$ cat src/design/async_tx_pkg.sv
// Package for the asynchronous serial transmitter: register map, field
// positions, reset values, baud prescale figures and the state record.
// Assumes a 20 MHz core clock and an APB master with 32-bit data.
package async_tx_pkg;

  // Register byte addresses
  localparam logic [7:0] ADDR_CONTROL = 8'h00;
  localparam logic [7:0] ADDR_DIVISOR = 8'h04;
  localparam logic [7:0] ADDR_HOLDING = 8'h08;
  localparam logic [7:0] ADDR_STATUS  = 8'h0C;

  // Control register field positions
  localparam int CTL_TX_ENABLE   = 0;
  localparam int CTL_SYNC_MODE   = 1;
  localparam int CTL_PORT_ENABLE = 2;
  localparam int CTL_NINE_BIT    = 3;
  localparam int CTL_INVERT      = 4;
  localparam int CTL_WIDE_DIV    = 5;
  localparam int CTL_HIGH_SPEED  = 6;
  localparam int CTL_NINTH_BIT   = 7;
  localparam int CTL_IRQ_ENABLE  = 8;
  localparam int CTL_GLOBAL_IRQ  = 9;
  localparam int CTL_PERIPH_IRQ  = 10;
  localparam int CTL_WIDTH       = 11;

  // Status register field positions
  localparam int STS_BUF_EMPTY   = 0;
  localparam int STS_SHIFT_EMPTY = 1;

  localparam logic [CTL_WIDTH-1:0] CONTROL_RESET = 11'h000;
  localparam logic [15:0]          DIVISOR_RESET = 16'h0000;

  // Baud generator prescale per speed selection
  localparam logic [6:0] PRESCALE_FAST = 7'h04;
  localparam logic [6:0] PRESCALE_MID  = 7'h10;
  localparam logic [6:0] PRESCALE_SLOW = 7'h40;

  localparam logic [3:0] BITS_EIGHT = 4'h8;
  localparam logic [3:0] BITS_NINE  = 4'h9;

  typedef enum logic [1:0] {
    TX_IDLE  = 2'b00,
    TX_START = 2'b01,
    TX_DATA  = 2'b10,
    TX_STOP  = 2'b11
  } tx_fsm_t;

  typedef struct packed {
    logic        psel;
    logic        penable;
    logic        pwrite;
    logic [7:0]  paddr;
    logic [31:0] pwdata;
  } apb_req_t;

  typedef struct packed {
    logic [CTL_WIDTH-1:0] control;
    logic [15:0]          divisor;
    logic [31:0]          readData;
    tx_fsm_t              fsm;
    logic [8:0]           holdData;
    logic                 holdFull;
    logic [8:0]           shiftData;
    logic [3:0]           bitCount;
    logic [21:0]          baudCount;
    logic                 bufEmptyFlag;
    logic                 lineBit;
  } tx_state_t;

endpackage

$ cat src/design/async_serial_transmitter.sv
// Asynchronous serial transmitter with a one-deep holding buffer, shift
// register, 8/16-bit baud generator and APB register access.
// Assumes one core clock at 20 MHz, synchronous active-high reset, and a
// receiver elsewhere that shares the baud tick and the format bits.
//
// Contract
// - Frame: start space, 8/9 data, stop mark
// - NRZ, mark is one, idle at mark
// - Every bit lasts exactly one baud period
// - Data leaves least significant bit first
// - Shared format and rate, no parity hardware
// - Baud from core clock, 8/16-bit divider
// - Transmit only with enable, async, port on
// - Port enabled drives pin regardless of direction; here only with transmit enable on and sync mode off too
// - Disabled transmitter releases pin to general use
// - Holding write starts; empty shifter loads at once
// - Busy shifter: load after stop, start follows
// - Invert bit flips idle and data levels
// - Buffer-empty flag set unless character is queued
// - Flag valid second cycle after holding write
// - Buffer-empty flag is read-only to software
// - Enabling transmitter sets buffer-empty flag
// - Flag ignores enables; request needs all three
// - Read-only shift-empty bit, no interrupt
// - Nine-bit mode sends ninth bit as MSB
// - Ninth bit one marks an address character
//
// The implementer's own choices: the register addresses and the APB register port.
`timescale 1ns/10ps

module async_serial_transmitter (
  // Clock and reset
  input  wire logic                    core_clk,
  input  wire logic                    reset,
  // APB slave
  input  wire async_tx_pkg::apb_req_t  apbReq,
  output logic [31:0]                  prdata,
  output logic                         pready,
  output logic                         pslverr,
  // General purpose use of the pin while the transmitter is off
  input  wire logic                    gpioOut,
  input  wire logic                    gpioOe,
  // Transmit pin
  output logic                         txPinOut,
  output logic                         txPinOe,
  // Shared with receiver and interrupt controller
  output logic                         baudTick,
  output logic                         nineBitFormat,
  output logic                         portEnabled,
  output logic                         txIrq
);

  async_tx_pkg::tx_state_t state;
  async_tx_pkg::tx_state_t next_state;

  logic        txOn;
  logic        accessWrite;
  logic        setupRead;
  logic        addrKnown;
  logic        holdWrite;
  logic [21:0] bitPeriod;
  logic        tick;

  // Bit period in core cycles: prescale times (divisor + 1)
  function automatic logic [21:0] period_cycles(input logic [15:0] div,
                                                input logic        wide,
                                                input logic        fast);
    logic [6:0]  pre;
    logic [16:0] span;
    pre  = async_tx_pkg::PRESCALE_SLOW;
    span = 17'h00000;
    if (wide && fast) begin
      pre = async_tx_pkg::PRESCALE_FAST;
    end else if (wide || fast) begin
      pre = async_tx_pkg::PRESCALE_MID;
    end
    if (wide) begin
      span = {1'b0, div} + 17'h00001;
    end else begin
      span = {9'h000, div[7:0]} + 17'h00001;
    end
    return 22'(span * pre);
  endfunction

  function automatic logic addr_mapped(input logic [7:0] addr);
    return (addr == async_tx_pkg::ADDR_CONTROL) || (addr == async_tx_pkg::ADDR_DIVISOR)
        || (addr == async_tx_pkg::ADDR_HOLDING) || (addr == async_tx_pkg::ADDR_STATUS);
  endfunction

  always_comb begin
    txOn = state.control[async_tx_pkg::CTL_TX_ENABLE]
         && !state.control[async_tx_pkg::CTL_SYNC_MODE]
         && state.control[async_tx_pkg::CTL_PORT_ENABLE];
    addrKnown   = addr_mapped(apbReq.paddr);
    accessWrite = apbReq.psel && apbReq.penable && apbReq.pwrite && addrKnown;
    setupRead   = apbReq.psel && !apbReq.penable && !apbReq.pwrite;
    // A full holding register refuses further characters
    holdWrite   = accessWrite && (apbReq.paddr == async_tx_pkg::ADDR_HOLDING)
                && txOn && !state.holdFull;
    bitPeriod   = period_cycles(state.divisor,
                                state.control[async_tx_pkg::CTL_WIDE_DIV],
                                state.control[async_tx_pkg::CTL_HIGH_SPEED]);
    // Free-running between frames so the receiver side sees a steady
    // tick; a new frame restarts it from zero
    tick        = (state.baudCount >= bitPeriod - 22'h000001);
  end

  always_comb begin
    logic       haveChar;
    logic [8:0] charData;
    next_state = state;
    haveChar   = state.holdFull;
    charData   = state.holdData;

    // Register writes; status is read-only so the flag cannot be forced
    if (accessWrite) begin
      case (apbReq.paddr)
        async_tx_pkg::ADDR_CONTROL: begin
          next_state.control = apbReq.pwdata[async_tx_pkg::CTL_WIDTH-1:0];
        end
        async_tx_pkg::ADDR_DIVISOR: begin
          next_state.divisor = apbReq.pwdata[15:0];
        end
        default: begin
        end
      endcase
    end
    if (holdWrite) begin
      haveChar = 1'b1;
      charData = {state.control[async_tx_pkg::CTL_NINTH_BIT], apbReq.pwdata[7:0]};
    end

    // Baud counter; restarted on a fresh frame so the start bit is whole
    if (tick) begin
      next_state.baudCount = 22'h000000;
    end else begin
      next_state.baudCount = state.baudCount + 22'h000001;
    end

    case (state.fsm)
      async_tx_pkg::TX_IDLE: begin
        next_state.lineBit = 1'b1;
        if (haveChar) begin
          next_state.fsm       = async_tx_pkg::TX_START;
          next_state.shiftData = charData;
          next_state.baudCount = 22'h000000;
          next_state.lineBit   = 1'b0;
          haveChar             = 1'b0;
        end
      end
      async_tx_pkg::TX_START: begin
        if (tick) begin
          next_state.fsm       = async_tx_pkg::TX_DATA;
          next_state.lineBit   = state.shiftData[0];
          next_state.shiftData = {1'b0, state.shiftData[8:1]};
          next_state.bitCount  = 4'h1;
        end
      end
      async_tx_pkg::TX_DATA: begin
        if (tick) begin
          if (state.bitCount == (state.control[async_tx_pkg::CTL_NINE_BIT]
                                 ? async_tx_pkg::BITS_NINE : async_tx_pkg::BITS_EIGHT)) begin
            next_state.fsm     = async_tx_pkg::TX_STOP;
            next_state.lineBit = 1'b1;
          end else begin
            next_state.lineBit   = state.shiftData[0];
            next_state.shiftData = {1'b0, state.shiftData[8:1]};
            next_state.bitCount  = state.bitCount + 4'h1;
          end
        end
      end
      async_tx_pkg::TX_STOP: begin
        if (tick) begin
          if (haveChar) begin
            next_state.fsm       = async_tx_pkg::TX_START;
            next_state.shiftData = charData;
            next_state.lineBit   = 1'b0;
            haveChar             = 1'b0;
          end else begin
            next_state.fsm = async_tx_pkg::TX_IDLE;
          end
        end
      end
      default: begin
        next_state.fsm = async_tx_pkg::TX_IDLE;
      end
    endcase

    next_state.holdFull = haveChar;
    next_state.holdData = charData;

    // Dropping any enable abandons the frame and empties the buffer
    if (!txOn) begin
      next_state.fsm      = async_tx_pkg::TX_IDLE;
      next_state.holdFull = 1'b0;
      next_state.lineBit  = 1'b1;
    end

    // Flag lags a holding write by the register stage below
    next_state.bufEmptyFlag = txOn && !state.holdFull;

    if (setupRead) begin
      next_state.readData = 32'h00000000;
      case (apbReq.paddr)
        async_tx_pkg::ADDR_CONTROL: begin
          next_state.readData[async_tx_pkg::CTL_WIDTH-1:0] = state.control;
        end
        async_tx_pkg::ADDR_DIVISOR: begin
          next_state.readData[15:0] = state.divisor;
        end
        async_tx_pkg::ADDR_STATUS: begin
          next_state.readData[async_tx_pkg::STS_BUF_EMPTY]   = state.bufEmptyFlag;
          next_state.readData[async_tx_pkg::STS_SHIFT_EMPTY] =
            (state.fsm == async_tx_pkg::TX_IDLE);
        end
        default: begin
        end
      endcase
    end
  end

  always_ff @(posedge core_clk) begin
    if (reset) begin
      state.control      <= async_tx_pkg::CONTROL_RESET;
      state.divisor      <= async_tx_pkg::DIVISOR_RESET;
      state.readData     <= 32'h00000000;
      state.fsm          <= async_tx_pkg::TX_IDLE;
      state.holdData     <= 9'h000;
      state.holdFull     <= 1'b0;
      state.shiftData    <= 9'h000;
      state.bitCount     <= 4'h0;
      state.baudCount    <= 22'h000000;
      state.bufEmptyFlag <= 1'b0;
      state.lineBit      <= 1'b1;
    end else begin
      state <= next_state;
    end
  end

  always_comb begin
    prdata        = state.readData;
    pready        = 1'b1;
    pslverr       = apbReq.psel && apbReq.penable && !addrKnown;
    // Invert acts only in asynchronous mode
    txPinOut      = txOn ? (state.lineBit ^ state.control[async_tx_pkg::CTL_INVERT])
                         : gpioOut;
    txPinOe       = txOn ? 1'b1 : gpioOe;
    baudTick      = tick;
    nineBitFormat = state.control[async_tx_pkg::CTL_NINE_BIT];
    portEnabled   = state.control[async_tx_pkg::CTL_PORT_ENABLE];
    txIrq         = state.bufEmptyFlag
                  && state.control[async_tx_pkg::CTL_IRQ_ENABLE]
                  && state.control[async_tx_pkg::CTL_GLOBAL_IRQ]
                  && state.control[async_tx_pkg::CTL_PERIPH_IRQ];
  end
endmodule

$ cat config.mk
export PLATFORM = sky130hd
export DESIGN_NAME = async_serial_transmitter
export DESIGN_NICKNAME = d
export VERILOG_FILES = /design/src/design/async_tx_pkg.sv /design/src/design/async_serial_transmitter.sv
export SDC_FILE = /design/constraint.sdc
export NUM_CORES = 1
export LEC_CHECK = 0
export ABC_AREA = 1
export BUFFER_PORTS_ARGS = -buffer_cell sky130_fd_sc_hd__buf_2
export CAP_MARGIN = 20
export CORE_ASPECT_RATIO = 0.7
export CORE_UTILIZATION = 54
export CTS_CLUSTER_SIZE = 14
export DETAILED_ROUTE_END_ITERATION = 10
export GPL_TIMING_DRIVEN = 0
export PLACE_DENSITY = 0.78
export REMOVE_ABC_BUFFERS = 1
export SLEW_MARGIN = 5
export SYNTH_ARGS = -nofsm -noshare
export SYNTH_HDL_FRONTEND = slang
export SYNTH_SLANG_ARGS = --single-unit
$ cat constraint.sdc
create_clock -name core_clk -period 6.3 [get_ports core_clk]
set_input_delay 1.26 -clock core_clk [delete_from_list [all_inputs] [get_ports core_clk]]
set_output_delay 1.26 -clock core_clk [all_outputs]
set_load 0.005 [all_outputs]
==> summary.txt <==
Yosys
  – Syn Inst Count: between 1k and 1.5k
  – Largest cells by area after synthesis: dfxtp_1, ha_1, nand2_1, fa_1, inv_1
  – Yosys top cell by area: dfxtp_1
  – Ys Warns: 0
  – Syn Area/Cell: slightly above 7 µm²
  – Post-synth EDFFs: 0
  – Top FF cell, synth: dfxtp_1
  – Yosys reg bits: 92
  – Post-synthesis async set-or-reset flop share: 0%
  – Post-synthesis cell type count: 48
  – Post-Syn Area: between 7000 and 8000 µm²
  – Yosys top cell area share: between 20 and 25%
  – Seq/Total Area, Yosys: 24.2%

Clock tree
  – Cts hold-fix bufs: 0
  – CTS H-tree depth: 3
  – Bufs on Longest Clock Path: 2
  – Clk Latency, worst-skew pair: about 360 ps
  – # clock sinks: between 90 and 100
  – CTS Buf Count: 9
  – Worst-path clk slew: roughly 70 ps
  – Root buffer cell: clkbuf_16
  – CTS tree: built

Detailed routing
  – DR top layer: met4
  – DRT iter0 DRCs: 539
  – Routed len/inst: between 15 and 20 µm
  – # DRC: 0
  – Vias/cell: ~5.5
  – Final ANT Viol Nets: 0
  – Total number of vias: 7199
  – WL met1: about 9100 µm
  – DRT Pass-1 Iters: 5
  – Metal3 WL: around 1400 µm
  – Detail Route met2 WL: 8860 µm
  – DRT Wirelength: a little under 20000 µm

Timing
  – Final setup fails: 1
  – Final Slew Violations: 0
  – Fin. Hold Viols: 0
  – Max_slew headroom: 39.4%
  – Setup Skew: approximately 13 ps
  – Final period util: 107%
  – Worst-Margin Slew: between 900 and 1000 ps
  – Final critical-path required period: 6720 ps
  – RSZ-0062 raised after global routing: yes
  – Final setup margin: -421 ps
  – Max Freq: around 150 MHz

Cells and area
  – Layout Nets: roughly 1.3k
  – Commonest non-fill, non-tap cells in the layout: nand2_1, inv_1, nor2_1, dfxtp_1, a21oi_1
  – Most common cell after layout, fill and taps aside: nand2_1
  – Antenna Cells: 0
  – Final Util: roughly two thirds
  – Layout cells sized above 1: around a fifth
  – Design area: around 9000 µm²
  – Final std cells w/o fill: about 1.3k
  – Area Overhead vs Synth: 18.1%

Power and ir drop
  – Leak Pwr: around 4.2 nW
  – Tot Pwr: roughly 1.2 mW
  – PD cells: roughly 140 nW/µm²
  – Worst vdd ir: ~0.15 mV

Worst setup path
  – Worst EP required: between 5000 and 6000 ps
  – Crit path max fanout: 5
  – Reg-to-reg endpoint: state[18]$_SDFF_PP0_
  – R2R setup slack: about 250 ps
  – Worst Setup SP: state[81]$_SDFFE_PP0P_
  – Crit. End Element: output port
  – Crit path DAT: about 5500 ps
  – Startpoint type of the worst setup path: register
  – Crit Path Class: reg -> out
  – Worst reg2reg path startpoint: state[81]$_SDFFE_PP0P_
  – Critical Path End: baudTick
  – Worst r2r path cells: 30

Placed design
  – Pre-CTS setup slack: -1220 ps
  – Placed cell areas: ~7800 µm²
  – # port buffers: 53
  – HPWL after DPL: between 10000 and 15000 µm
  – Gp weighted congestion: 0.889
  – Placed cells: 1263

Global routing
  – Largest net degree at the start of global routing: 55
  – Total GRT Usage: 26.9%
  – First-pass GRT wire length: ~31000 µm
  – GRT overflow: 0
  – Vias in the first global route: 6365
  – Antenna violations before repair: 0

Worst hold path
  – Hold Path Origin: state[37]$_SDFF_PP0_
  – Hold crit path type: reg -> reg

Floorplan
  – IO Count: 87
  – DIE AREA: 14600 µm²
  – CORE AREA: between 10000 and 15000 µm²
  – Die W: between 100 and 150 µm
  – Die height: just over 100 µm
  – Row Count: 35
  – Initial Util: 56.5%

Run status
  – Failing checks: setup timing
  – Outcome: finished, violations left

Job
  – Max-cap viol count: 0
flip-flops by register name (all words and copies together), names as in the netlist:
signal         flops
portEnabled        1
nineBitFormat      1
state             74
prdata            16
synth_stat cells (all sizes together) (2+ instances only):
cell / number
a21o: 4
o211ai: 2
buf: 42
o21ai: 56
nor2: 156
fa: 30
nand4: 24
inv: 159
clkinv: 2
nand3: 52
clkbuf: 15
nor3: 17
xor2: 20
and3: 2
dfxtp: 92
a211oi: 3
a21oi: 74
a31oi: 5
conb: 2
ha: 82
xnor2: 14
a21boi: 2
nor3b: 3
o221ai: 9
nand2: 195
metrics by stage:
step	hold slack (ps)	setup TNS (ps)
after global placement	407	-21000
after floorplan	393	0
after detailed placement	412	-22500
final	441	-421
after global routing	453	-1130
after CTS	434	-349
power breakdown:
group | total [mW] | internal, mW | switching, mW
Sequential | 0.586 | 0.583 | 0.00309
Combinational | 0.0520 | 0.0175 | 0.0345
Clock | 0.588 | 0.318 | 0.270
cells by family after synthesis:
logic type / share of synthesized area [%]
xor+xnor: 3.92
buf+inv: 12.7
fa+ha+maj: 21.4
compound gates: 11.4
simple gates: 26.3
other cells: 0.0988
flops: 24.2
per-layer routing:
| metal | up-vias | global-route usage (%) |
|---|---|---|
| li1 | 3531 | - |
| met1 | 3329 | 38.7 |
| met2 | 298 | 41.6 |
| met3 | 41 | 4.49 |
| met4 | 0 | 7.61 |
| met5 | - | 0 |
final cells by class:
class,instances,area [µm²]
multi-input cells,772,5370
inverters,161,613
fillers,1101,4470
clock inverters,7,91.3
repair buffers,93,578
clock buffers,9,225
well taps,185,231
flip-flops and latches,92,1870
what timing repair did:
action                                  CTS  global route
gates resized for setup                  92            25
hold endpoints to repair                  0             0
endpoints found under the setup margin   40            29
buffers inserted                         28            12
pin swaps                                42            29
worst min path at each step:
stage                                     end  slack [ps]  cells after the start
final                     state[1]$_SDFF_PP0_         440                      1
after global routing      state[1]$_SDFF_PP0_         450                      1
after CTS                 state[1]$_SDFF_PP0_         430                      1
after detailed placement  state[1]$_SDFF_PP0_         410                      1
after global placement    state[1]$_SDFF_PP0_         410                      1
after floorplan           state[1]$_SDFF_PP0_         390                      1
critical path, cell delays in order, from the launching register on:
cell     delay (ps)
dfxtp_4         370
inv_2            60
nor2_4          160
buf_4           170
xor2_4          220
nor2_1           80
ha_1            280
inv_1            50
fa_1            500
fa_1            520
inv_1            40
ha_1            320
ha_4            280
a21oi_2         180
o21ai_1          90
a21oi_2         240
o21ai_2         160
nand3_1         100
nand2_1          60
xor2_1          170
ha_1            280
nand2_1          70
nor2_2          130
nand2_2         100
nor2_1          110
nand2_1         110
nand3_2         120
buf_2           120
(Power assumes the default switching activity.)
